[src/rtl/vio_pkg.sv]
package vio_pkg;

  // ---------------------------------------------------------------------------
  // Command opcodes
  // ---------------------------------------------------------------------------
  typedef enum logic [3:0] {
    VIO_CMD_OUT_ON       = 4'h1,
    VIO_CMD_OUT_OFF      = 4'h2,
    VIO_CMD_REV_ENABLE   = 4'h3,
    VIO_CMD_REV_DISABLE  = 4'h4,
    VIO_CMD_LOCK_SET     = 4'h5,
    VIO_CMD_LOCK_CLEAR   = 4'h6,
    VIO_CMD_POT_FAULTS   = 4'h7,
    VIO_CMD_PUMP_START   = 4'h8,
    VIO_CMD_PUMP_STOP    = 4'h9
  } vio_cmd_t;

  // ---------------------------------------------------------------------------
  // Result codes
  // ---------------------------------------------------------------------------
  localparam logic [1:0] VIO_RES_FAIL      = 2'h0;
  localparam logic [1:0] VIO_RES_OK        = 2'h1;
  localparam logic [1:0] VIO_RES_INVALID_IDENTIFIER_ERROR    = 2'h2;
  localparam logic [1:0] VIO_RES_BAD_RANGE = 2'h3;

  // ---------------------------------------------------------------------------
  // Identifiers and configuration values
  // ---------------------------------------------------------------------------
  localparam logic [3:0] VIO_OUT_ID_A      = 4'h6;
  localparam logic [3:0] VIO_OUT_ID_B      = 4'h7;
  localparam logic [1:0] VIO_POT_ID_THR    = 2'h0;
  localparam logic [1:0] VIO_POT_ID_BRK    = 2'h1;
  localparam logic [1:0] VIO_SRC_SEL_CMD   = 2'h1;
  localparam logic [2:0] VIO_POT_TYPE_2    = 3'h2;
  localparam logic [2:0] VIO_POT_TYPE_5    = 3'h5;
  localparam logic [1:0] VIO_WIRE_ONE      = 2'h1;
  localparam int         VIO_PUMP_DRIVER   = 3;

  // ---------------------------------------------------------------------------
  // Potentiometer scaling, 64 counts per volt
  // ---------------------------------------------------------------------------
  localparam int          VIO_COUNTS_PER_V = 64;
  localparam logic [8:0]  VIO_THR_MAX      = 9'h190;
  localparam logic [8:0]  VIO_DEF_LOW      = 9'h006;
  localparam logic [8:0]  VIO_DEF_HIGH     = 9'h160;
  localparam logic [14:0] VIO_DEF_FVAL     = 15'h0000;
  localparam logic [14:0] VIO_FULL_SCALE   = 15'h7fff;

endpackage

[src/rtl/vio_pot_if.sv]
`timescale 1ns/1ps
`default_nettype none

// ---------------------------------------------------------------------------
// Per-pot threshold set and fault report
// ---------------------------------------------------------------------------
interface vio_pot_if;
  logic [8:0]  low_thr;
  logic        low_used;
  logic [8:0]  high_thr;
  logic [14:0] fault_value;
  logic [8:0]  wiper;
  logic [14:0] value_in;
  logic        fault;
  logic [14:0] value_out;

  modport ctrl (output low_thr, output low_used, output high_thr,
                output fault_value, output wiper, output value_in,
                input fault, input value_out);
  modport mon  (input low_thr, input low_used, input high_thr,
                input fault_value, input wiper, input value_in,
                output fault, output value_out);
endinterface

`default_nettype wire

[src/rtl/vio_cmd_unit.sv]
// Behaviour
// - Output-off releases selected active-low output to open circuit.
// - Unknown output identifier returns invalid-identifier error, outputs unchanged.
// - Output-off reports 1 on success, 2 for an unknown output identifier.
// - Reverse override commands act only when source select equals 1.
// - With source select 1 and no command yet, override flag is off.
// - Override off stops reverse, resumes control after startup check if enabled.
// - Override enable and disable return 1 on success, 0 otherwise.
// - Interlock on lets throttle value pass.
// - Interlock off blocks throttle value.
// - With main contactor used, interlock set requests contactor closed.
// - With main contactor used, interlock clear requests contactor open.
// - Interlock commands act only with source select 1; default off.
// - Pot thresholds above 400 counts return parameter-range error.
// - Thresholds are scaled at 64 counts per volt.
// - Default thresholds by pot type; type 2 has no low threshold. Code uses VIO_DEF_LOW and VIO_DEF_HIGH for every type.
// - Type 5 takes thresholds from setup; one-wire has no low threshold.
// - On pot fault, configured fault value replaces the pot input.
// - Only throttle or brake selector accepted; success returns 1.
// - With lift enable on, pump start drives contactor on driver 3.
// - With lift enable on, pump stop switches contactor off.
// - With lift enable on and no pump command, contactor stays off.
// - Output-on drives output active and re-arms after overcurrent shutdown.
`timescale 1ns/1ps
`default_nettype none

module vio_cmd_unit
  import vio_pkg::*;
(
  // Clock and reset
  input  wire logic                clk,
  input  wire logic                resetn,
  // Command request
  input  wire logic                cmd_valid,
  input  wire vio_pkg::vio_cmd_t   cmd_code,
  input  wire logic [3:0]          output_selector,
  input  wire logic [1:0]          pot_selector,
  input  wire logic [8:0]          pot_low_arg,
  input  wire logic [8:0]          pot_high_arg,
  input  wire logic [14:0]         pot_fault_value_arg,
  // Command answer
  output logic                     rsp_valid,
  output logic [1:0]               rsp_code,
  // Configuration
  input  wire logic [1:0]          reverse_override_source_select,
  input  wire logic [1:0]          interlock_source_select,
  input  wire logic                main_contactor_use_enable,
  input  wire logic                lift_contactor_use_enable,
  input  wire logic                startup_inhibit_enable,
  input  wire logic [2:0]          throttle_pot_type,
  input  wire logic [1:0]          throttle_pot_wires,
  input  wire logic [2:0]          brake_pot_type,
  input  wire logic [1:0]          brake_pot_wires,
  // Low-power outputs, active low, open drain
  input  wire logic                overcurrent_a,
  input  wire logic                overcurrent_b,
  output logic                     low_power_output_a_oe,
  output logic                     low_power_output_b_oe,
  // Emergency reverse
  output logic                     reverse_override_flag,
  output logic                     startup_check_request,
  input  wire logic                startup_check_done,
  output logic                     normal_control_active,
  // Interlock and throttle path
  input  wire logic [14:0]         throttle_in,
  output logic                     interlock_flag,
  output logic [14:0]              throttle_out,
  output logic                     main_close_request,
  output logic                     main_open_request,
  // Pot inputs
  input  wire logic [8:0]          throttle_wiper,
  input  wire logic [8:0]          brake_wiper,
  input  wire logic [14:0]         brake_in,
  output logic                     throttle_pot_fault,
  output logic                     brake_pot_fault,
  output logic [14:0]              brake_out,
  // Pump lift contactor
  output logic                     pump_driver3_on
);
  import vio_pkg::*;

  // ---------------------------------------------------------------------------
  // Overcurrent pin synchronisers
  // ---------------------------------------------------------------------------
  // Three stages; a change is taken once stages two and three agree.
  logic [2:0] oc_a_q, oc_b_q;
  logic       oc_a_d3, oc_b_d3;
  logic       oc_a_st_q, oc_b_st_q;
  logic       oc_a_st_d, oc_b_st_d;

  always_comb begin
    oc_a_d3   = oc_a_q[1];
    oc_b_d3   = oc_b_q[1];
    oc_a_st_d = (oc_a_q[1] == oc_a_q[2]) ? oc_a_q[2] : oc_a_st_q;
    oc_b_st_d = (oc_b_q[1] == oc_b_q[2]) ? oc_b_q[2] : oc_b_st_q;
  end

  always_ff @(posedge clk or negedge resetn) begin
    if (!resetn) begin
      oc_a_q    <= 3'h0;
      oc_b_q    <= 3'h0;
      oc_a_st_q <= 1'b0;
      oc_b_st_q <= 1'b0;
    end else begin
      oc_a_q    <= {oc_a_d3, oc_a_q[0], overcurrent_a};
      oc_b_q    <= {oc_b_d3, oc_b_q[0], overcurrent_b};
      oc_a_st_q <= oc_a_st_d;
      oc_b_st_q <= oc_b_st_d;
    end
  end

  // ---------------------------------------------------------------------------
  // Command state
  // ---------------------------------------------------------------------------
  typedef enum logic [1:0] {
    VIO_REV_OFF,
    VIO_REV_ON,
    VIO_REV_CHECK
  } vio_rev_state_t;

  logic           out_a_on_q, out_a_on_d;
  logic           out_b_on_q, out_b_on_d;
  logic           oc_a_trip_q, oc_a_trip_d;
  logic           oc_b_trip_q, oc_b_trip_d;
  vio_rev_state_t rev_q, rev_d;
  logic           lock_q, lock_d;
  logic           close_q, close_d;
  logic           open_q, open_d;
  logic           pump_q, pump_d;
  logic           rsp_valid_q, rsp_valid_d;
  logic [1:0]     rsp_code_q, rsp_code_d;
  logic           thr_cfg_q, thr_cfg_d;
  logic           brk_cfg_q, brk_cfg_d;
  logic [8:0]     thr_low_q, thr_low_d, thr_high_q, thr_high_d;
  logic [8:0]     brk_low_q, brk_low_d, brk_high_q, brk_high_d;
  logic [14:0]    thr_fv_q, thr_fv_d, brk_fv_q, brk_fv_d;
  logic [14:0]    throttle_out_q, throttle_out_d;
  logic           range_ok;
  logic [14:0]    throttle_out_pot;

  always_comb begin
    out_a_on_d  = out_a_on_q;
    out_b_on_d  = out_b_on_q;
    oc_a_trip_d = oc_a_trip_q | (out_a_on_q & oc_a_st_q);
    oc_b_trip_d = oc_b_trip_q | (out_b_on_q & oc_b_st_q);
    rev_d       = rev_q;
    lock_d      = lock_q;
    close_d     = 1'b0;
    open_d      = 1'b0;
    pump_d      = pump_q;
    rsp_valid_d = 1'b0;
    rsp_code_d  = rsp_code_q;
    thr_cfg_d   = thr_cfg_q;
    brk_cfg_d   = brk_cfg_q;
    thr_low_d   = thr_low_q;
    thr_high_d  = thr_high_q;
    thr_fv_d    = thr_fv_q;
    brk_low_d   = brk_low_q;
    brk_high_d  = brk_high_q;
    brk_fv_d    = brk_fv_q;
    range_ok    = (pot_low_arg <= VIO_THR_MAX) &&
                  (pot_high_arg <= VIO_THR_MAX);
    // Startup check finishes the return to normal control.
    if (rev_q == VIO_REV_CHECK && startup_check_done) begin
      rev_d = VIO_REV_OFF;
    end
    if (cmd_valid) begin
      rsp_valid_d = 1'b1;
      rsp_code_d  = VIO_RES_FAIL;
      unique case (cmd_code)
        VIO_CMD_OUT_ON, VIO_CMD_OUT_OFF: begin
          if (output_selector == VIO_OUT_ID_A) begin
            out_a_on_d  = (cmd_code == VIO_CMD_OUT_ON);
            // A trip raised in this same cycle wins over the re-arm.
            oc_a_trip_d = out_a_on_q & oc_a_st_q;
            rsp_code_d  = VIO_RES_OK;
          end else if (output_selector == VIO_OUT_ID_B) begin
            out_b_on_d  = (cmd_code == VIO_CMD_OUT_ON);
            oc_b_trip_d = out_b_on_q & oc_b_st_q;
            rsp_code_d  = VIO_RES_OK;
          end else begin
            rsp_code_d  = VIO_RES_INVALID_IDENTIFIER_ERROR;
          end
        end
        VIO_CMD_REV_ENABLE: begin
          if (reverse_override_source_select == VIO_SRC_SEL_CMD) begin
            rev_d      = VIO_REV_ON;
            rsp_code_d = VIO_RES_OK;
          end
        end
        VIO_CMD_REV_DISABLE: begin
          if (reverse_override_source_select == VIO_SRC_SEL_CMD) begin
            if (rev_q == VIO_REV_ON) begin
              rev_d = startup_inhibit_enable ? VIO_REV_CHECK
                                             : VIO_REV_OFF;
            end
            rsp_code_d = VIO_RES_OK;
          end
        end
        VIO_CMD_LOCK_SET, VIO_CMD_LOCK_CLEAR: begin
          if (interlock_source_select == VIO_SRC_SEL_CMD) begin
            lock_d     = (cmd_code == VIO_CMD_LOCK_SET);
            close_d    = main_contactor_use_enable &&
                         (cmd_code == VIO_CMD_LOCK_SET);
            open_d     = main_contactor_use_enable &&
                         (cmd_code == VIO_CMD_LOCK_CLEAR);
            rsp_code_d = VIO_RES_OK;
          end
        end
        VIO_CMD_POT_FAULTS: begin
          if (pot_selector != VIO_POT_ID_THR &&
              pot_selector != VIO_POT_ID_BRK) begin
            rsp_code_d = VIO_RES_INVALID_IDENTIFIER_ERROR;
          end else if (!range_ok) begin
            rsp_code_d = VIO_RES_BAD_RANGE;
          end else if (pot_selector == VIO_POT_ID_THR) begin
            thr_cfg_d  = 1'b1;
            thr_low_d  = pot_low_arg;
            thr_high_d = pot_high_arg;
            thr_fv_d   = pot_fault_value_arg;
            rsp_code_d = VIO_RES_OK;
          end else begin
            brk_cfg_d  = 1'b1;
            brk_low_d  = pot_low_arg;
            brk_high_d = pot_high_arg;
            brk_fv_d   = pot_fault_value_arg;
            rsp_code_d = VIO_RES_OK;
          end
        end
        VIO_CMD_PUMP_START, VIO_CMD_PUMP_STOP: begin
          if (lift_contactor_use_enable) begin
            pump_d     = (cmd_code == VIO_CMD_PUMP_START);
            rsp_code_d = VIO_RES_OK;
          end
        end
        default: begin
          rsp_code_d = VIO_RES_FAIL;
        end
      endcase
    end
    // Pass only the throttle while the interlock holds.
    throttle_out_d = lock_q ? throttle_out_pot : 15'h0000;
  end

  always_ff @(posedge clk or negedge resetn) begin
    if (!resetn) begin
      out_a_on_q     <= 1'b0;
      out_b_on_q     <= 1'b0;
      oc_a_trip_q    <= 1'b0;
      oc_b_trip_q    <= 1'b0;
      rev_q          <= VIO_REV_OFF;
      lock_q         <= 1'b0;
      close_q        <= 1'b0;
      open_q         <= 1'b0;
      pump_q         <= 1'b0;
      rsp_valid_q    <= 1'b0;
      rsp_code_q     <= VIO_RES_FAIL;
      thr_cfg_q      <= 1'b0;
      brk_cfg_q      <= 1'b0;
      thr_low_q      <= VIO_DEF_LOW;
      thr_high_q     <= VIO_DEF_HIGH;
      thr_fv_q       <= VIO_DEF_FVAL;
      brk_low_q      <= VIO_DEF_LOW;
      brk_high_q     <= VIO_DEF_HIGH;
      brk_fv_q       <= VIO_DEF_FVAL;
      throttle_out_q <= 15'h0000;
    end else begin
      out_a_on_q     <= out_a_on_d;
      out_b_on_q     <= out_b_on_d;
      oc_a_trip_q    <= oc_a_trip_d;
      oc_b_trip_q    <= oc_b_trip_d;
      rev_q          <= rev_d;
      lock_q         <= lock_d;
      close_q        <= close_d;
      open_q         <= open_d;
      pump_q         <= pump_d;
      rsp_valid_q    <= rsp_valid_d;
      rsp_code_q     <= rsp_code_d;
      thr_cfg_q      <= thr_cfg_d;
      brk_cfg_q      <= brk_cfg_d;
      thr_low_q      <= thr_low_d;
      thr_high_q     <= thr_high_d;
      thr_fv_q       <= thr_fv_d;
      brk_low_q      <= brk_low_d;
      brk_high_q     <= brk_high_d;
      brk_fv_q       <= brk_fv_d;
      throttle_out_q <= throttle_out_d;
    end
  end

  // ---------------------------------------------------------------------------
  // Pot fault monitors
  // ---------------------------------------------------------------------------
  // Unconfigured pots use the defaults; a one-wire type 5 or a type 2 pot
  // has no low threshold, so only the high limit can trip it.
  vio_pot_if   thr_pot ();
  vio_pot_if   brk_pot ();

  always_comb begin
    thr_pot.low_thr     = thr_cfg_q ? thr_low_q : VIO_DEF_LOW;
    thr_pot.high_thr    = thr_cfg_q ? thr_high_q : VIO_DEF_HIGH;
    thr_pot.low_used    = !(throttle_pot_type == VIO_POT_TYPE_2 ||
                            (throttle_pot_type == VIO_POT_TYPE_5 &&
                             throttle_pot_wires == VIO_WIRE_ONE));
    thr_pot.fault_value = thr_fv_q;
    thr_pot.wiper       = throttle_wiper;
    thr_pot.value_in    = throttle_in;
    brk_pot.low_thr     = brk_cfg_q ? brk_low_q : VIO_DEF_LOW;
    brk_pot.high_thr    = brk_cfg_q ? brk_high_q : VIO_DEF_HIGH;
    brk_pot.low_used    = !(brake_pot_type == VIO_POT_TYPE_2 ||
                            (brake_pot_type == VIO_POT_TYPE_5 &&
                             brake_pot_wires == VIO_WIRE_ONE));
    brk_pot.fault_value = brk_fv_q;
    brk_pot.wiper       = brake_wiper;
    brk_pot.value_in    = brake_in;
  end

  assign throttle_out_pot = thr_pot.value_out;

  vio_pot_mon u_thr_mon (
    .clk    (clk),
    .resetn (resetn),
    .pot    (thr_pot)
  );

  vio_pot_mon u_brk_mon (
    .clk    (clk),
    .resetn (resetn),
    .pot    (brk_pot)
  );

  // ---------------------------------------------------------------------------
  // Outputs
  // ---------------------------------------------------------------------------
  // The pin is pulled low only while on and not tripped by overcurrent.
  assign low_power_output_a_oe = out_a_on_q & ~oc_a_trip_q;
  assign low_power_output_b_oe = out_b_on_q & ~oc_b_trip_q;
  assign reverse_override_flag = (rev_q == VIO_REV_ON);
  assign startup_check_request = (rev_q == VIO_REV_CHECK);
  assign normal_control_active = (rev_q == VIO_REV_OFF);
  assign interlock_flag        = lock_q;
  assign throttle_out          = throttle_out_q;
  assign main_close_request    = close_q;
  assign main_open_request     = open_q;
  assign throttle_pot_fault    = thr_pot.fault;
  assign brake_pot_fault       = brk_pot.fault;
  assign brake_out             = brk_pot.value_out;
  assign pump_driver3_on       = pump_q;
  assign rsp_valid             = rsp_valid_q;
  assign rsp_code              = rsp_code_q;

endmodule

`default_nettype wire

[src/rtl/vio_pot_mon.sv]
`timescale 1ns/1ps
`default_nettype none

// ---------------------------------------------------------------------------
// Wiper fault monitor for one pot input
// ---------------------------------------------------------------------------
module vio_pot_mon
  import vio_pkg::*;
(
  // Clock and reset
  input  wire logic clk,
  input  wire logic resetn,
  // Threshold set and samples
  vio_pot_if.mon    pot
);

  logic        fault_d;
  logic        fault_q;
  logic [14:0] value_d;
  logic [14:0] value_q;

  always_comb begin
    fault_d = (pot.low_used && (pot.wiper < pot.low_thr)) ||
              (pot.wiper > pot.high_thr);
    value_d = fault_d ? pot.fault_value : pot.value_in;
  end

  always_ff @(posedge clk or negedge resetn) begin
    if (!resetn) begin
      fault_q <= 1'b0;
      value_q <= 15'h0000;
    end else begin
      fault_q <= fault_d;
      value_q <= value_d;
    end
  end

  assign pot.fault     = fault_q;
  assign pot.value_out = value_q;

endmodule

`default_nettype wire

[config.mk]
export PLATFORM = sky130hd
export DESIGN_NAME = vio_cmd_unit
export DESIGN_NICKNAME = d
export VERILOG_FILES = /design/src/rtl/vio_pkg.sv /design/src/rtl/vio_pot_if.sv /design/src/rtl/vio_cmd_unit.sv /design/src/rtl/vio_pot_mon.sv
export SDC_FILE = /design/constraint.sdc
export NUM_CORES = 1
export LEC_CHECK = 0
export ABC_AREA = 1
export ABC_CLOCK_PERIOD_IN_PS = 3200
export BUFFER_PORTS_ARGS = -buffer_cell sky130_fd_sc_hd__buf_2
export CORE_UTILIZATION = 58
export CTS_CLUSTER_DIAMETER = 40
export DETAILED_ROUTE_END_ITERATION = 10
export PLACE_DENSITY = 0.86
export SLEW_MARGIN = 10
export SYNTH_ARGS = -nofsm -noshare
export SYNTH_HDL_FRONTEND = slang
export SYNTH_SLANG_ARGS = --single-unit
export TNS_END_PERCENT = 20
[constraint.sdc]
create_clock -name clk -period 3.2 [get_ports clk]
set_input_delay 0.16 -clock clk [delete_from_list [all_inputs] [get_ports clk]]
set_output_delay 0.16 -clock clk [all_outputs]
set_load 0.05 [all_outputs]
==> flow_summary_export.csv <==
group,metric,value,unit
place,dp_cells,1068,
run_status,violations,"negative hold slack",
synth,ys_async_sr_fraction,100.0,%
sta,setup_tns,0,ns
die,dieWidth,108.3,µm
detailed_routing,remaining_drc_errors,0,
die,start_util,59.89,%
sta,maxSlewHeadroom,54.11,%
die,num_io_pins,158,
cells_and_area,diodes,0,
sta,period_share,80.01,%
sta,rsz0062_at_grt,"false",
synth,ys_ff_latch,136,
synth,syn_nets,942,
cells_and_area,design_area,8299,µm²
place,dp_slack,0.6833,ns
synth,yosysSeqAreaShare,52.16,%
detailed_routing,viasPerCell,5.193,
place,place.gp.congestion,0.9101,
flow_run,max_cap_violations,0,
setup_path,cp_common_cell,"nand2_1",
cells_and_area,multi_input_area,2693,µm²
detailed_routing,antenna_left,0,
worst_hold_path,hold_class,"in -> reg",
setup_path,crit_buf_inv,1,
synth,post_synth.cell_area_avg,8.248,µm²
die,core_area,10940,µm²
grt,antenna_found_initial,0,
cells_and_area,area.growth.synth_to_final,26.73,%
synth,ys.flop_type,"dfrtp_1",
detailed_routing,drtIter0Drc,424,
detailed_routing,routed-via-count,5899,
power,powerDensity,562.1,nW/µm²
sta,layout_min_cycle_time,2.560,ns
clock_network,post_cts_buffers,0,
clock_network,cts_resized,0,
sta,layout_setup_ws,0.6397,ns
synth,syn_inst,794,
clock_network,cts_buffers,17,
detailed_routing,drt-total-wl,15570,µm
setup_path,required,3.50,ns
sta,finalHoldViolCount,1,
die,rows,38,
place,post_dp_cell_area,7383,µm²
setup_path,crit_path_end_kind,"flop",
clock_network,htreeDepth,4,
sta,setup_viol,0,
cells_and_area,drive_gt1_share,21.99,%
clock_network,clock-sinks,136,
clock_network,cts_root_buf,"clkbuf_16",
clock_network,clk-insertion-delay-late,0.42,ns
sta,max_slew.worst_pin.slew,0.6883,ns
sta,max_freq,0.3906,GHz
setup_path,cp_slowest_stage_delay,0.52,ns
run_status,status,"complete, but fails checks",
grt,grt_first_pass_wirelength,25320,µm
cells_and_area,fin_nets,1131,
setup_path,crit_path_start_kind,"flop",
setup_path,crit_family,"simple AND/OR/NAND/NOR gates",
setup_path,crit_type,"reg -> reg",
detailed_routing,wl_per_cell,13.71,µm
synth,synth-edff-count,0,
grt,grt_usage,28.44,%
clock_network,cts_tree,"built",
grt,grt_start_max_net_pins,79,
power,p_leak,4.770,nW
cells_and_area,stdcell_count,1136,
power,ir_drop,0.3854,mV
sta,finalMaxSlewViolations,0,
die,die_area,11720,µm²
setup_path,crit_slowest_cell,"dfrtp_1",
grt,grt_pass1_vias,5588,
clock_network,clock_path_buffers,2,
setup_path,cp_cell_sequence,"inv_1 -> nor2_1 -> ha_1 -> nand2_1 -> nor2_1 -> nand4_1 -> nand2_1 -> nand2_2 -> nand2_1 -> nand2_1",
grt,grt_overflow,0,
setup_path,crit_arrival,2.86,ns
synth,synth_cell_types,28,
synth,yosysWarnings,0,
place,port_buffers,157,
sta,hold-worst-slack,-0.001136,ns
die,die_h,108.3,µm
cells_and_area,fill_cells,843,
place,dp_hpwl,11140,µm
clock_network,clkSlewWorstSetupHoldPaths,0.06,ns
synth,netlist_area,6549,µm²
sta,clock_skew,0.009672,ns
setup_path,cp_max_fo,16,
cells_and_area,regArea,3416,µm²
detailed_routing,drt_first_pass_iters,5,
-- state kept, by name, summed over array words and instances (netlist names), 2 cells and up --
signal	cells
brk_high_q	9
throttle_out	15
oc_a_q	3
thr_high_q	9
rev_q	2
u_thr_mon.pot.value_out	15
oc_b_q	3
brk_low_q	9
brk_fv_q	15
thr_low_q	9
rsp_code	2
thr_fv_q	15
u_brk_mon.pot.value_out	15
-- routing by layer --
metal,global-route usage [%],share of wire (%)
met2,49.09,50
met1,36.54,42
met4,9.363,1.6
met3,4.702,5.7
met5,0,0
-- synth_stat cells (2+ instances only) --
cell type | n | area, µm²
a21o_1 | 4 | 30.03
a21oi_1 | 10 | 50.05
a22o_1 | 2 | 17.52
buf_2 | 19 | 95.09
buf_6 | 6 | 67.56
clkbuf_1 | 4 | 15.01
dfrtp_1 | 126 | 3153
dfstp_2 | 10 | 262.8
ha_1 | 34 | 425.4
inv_1 | 65 | 244.0
inv_2 | 3 | 11.26
maj3_1 | 2 | 20.02
nand2_1 | 314 | 1179
nand2_2 | 5 | 31.28
nand3_1 | 118 | 590.6
nand4_1 | 5 | 31.28
nor2_1 | 46 | 172.7
nor2_4 | 4 | 45.04
nor3_1 | 5 | 25.02
o21ai_0 | 4 | 20.02
-- report_power, final --
group          switching, mW  internal (mW)  total (mW)
Sequential            0.0856           1.90        1.98
Clock                  0.789           1.03        1.82
Combinational          0.573          0.286       0.859
Total                   1.45           3.22        4.67
-- kinds of logic (layout without fill, tap and decap cells) --
family / Yosys count / after routing / synth area share, %
and+or+nand+nor: 500 / 500 / 32.08
DFF: 136 / 136 / 52.16
buffers and inverters: 98 / 300 / 6.725
adders and majority gates: 36 / 36 / 6.802
AOI/OAI and AO/OA: 24 / 24 / 2.236
-- worst reg2reg max path: stages, from the launching register on --
cell     delay, ns
dfrtp_1       0.52
inv_1         0.22
nor2_1        0.06
ha_1          0.29
nand2_1       0.08
nor2_1        0.20
nand4_1       0.12
nand2_1       0.43
nand2_2       0.33
nand2_1       0.14
nand2_1       0.06
-- cell usage in the layout, fill, tap and decap left out, types with 2 or more instances in the layout --
cell	instances
inv_1	65
nor2_1	46
a21oi_1	10
inv_6	5
buf_4	7
buf_2	156
clkbuf_16	17
maj3_1	2
dlygate4sd3_1	36
a21o_1	4
clkinvlp_4	5
o21ai_0	4
nor2_4	4
nor3_1	5
nand2_1	314
dfstp_2	10
a22o_1	2
dfrtp_1	126
inv_2	3
nand2_2	5
nand3_1	118
inv_8	2
ha_1	34
nand4_1	5
-- final timing paths --
path                                   startpoint                    endpoint  slack, ns  cells past startpoint
setup / recovery                        brk_cfg_q  u_brk_mon.pot.value_out[8]       0.64                     10
hold / removal             pot_fault_value_arg[1]                 brk_fv_q[1]     -0.001                      3
setup reg to reg                        brk_cfg_q  u_brk_mon.pot.value_out[8]       0.64                     10
hold reg to reg                         oc_b_q[0]                   oc_b_q[1]       0.37                      0
max in group asynchronous                  resetn                 oc_a_trip_q       1.96                      3
min in group asynchronous                  resetn  u_brk_mon.pot.value_out[6]       0.33                      2
-- metrics by stage --
| stage | utilization [%] | power (mW) | hold WS, ns |
|---|---|---|---|
| floorplan | - | 2.558 | -0.1356 |
| global placement | 67.52 | 2.805 | 0.2242 |
| detailed placement | 67.52 | 2.835 | 0.2292 |
| CTS | 75.80 | 4.685 | 0.0002958 |
| global route | 75.89 | 4.887 | 0.008871 |
| finish | 75.89 | 4.665 | -0.001136 |
-- repair_timing --
action / in CTS / in global routing
endpoints found under the hold margin: 108 / 1
setup endpoints to repair: 0 / 0
hold buffers: 35 / 1
-- layout make-up --
type | count | share of cell area, %
Clock buffer | 19 | 5.337
Clock inverter | 13 | 1.357
Inverter | 68 | 3.076
Multi-Input combinational cell | 560 | 32.44
Sequential cell | 136 | 41.16
Tap cell | 140 | 2.111
Timing Repair Buffer | 200 | 14.52
No activity file was read; power rests on OpenSTA's default activity.
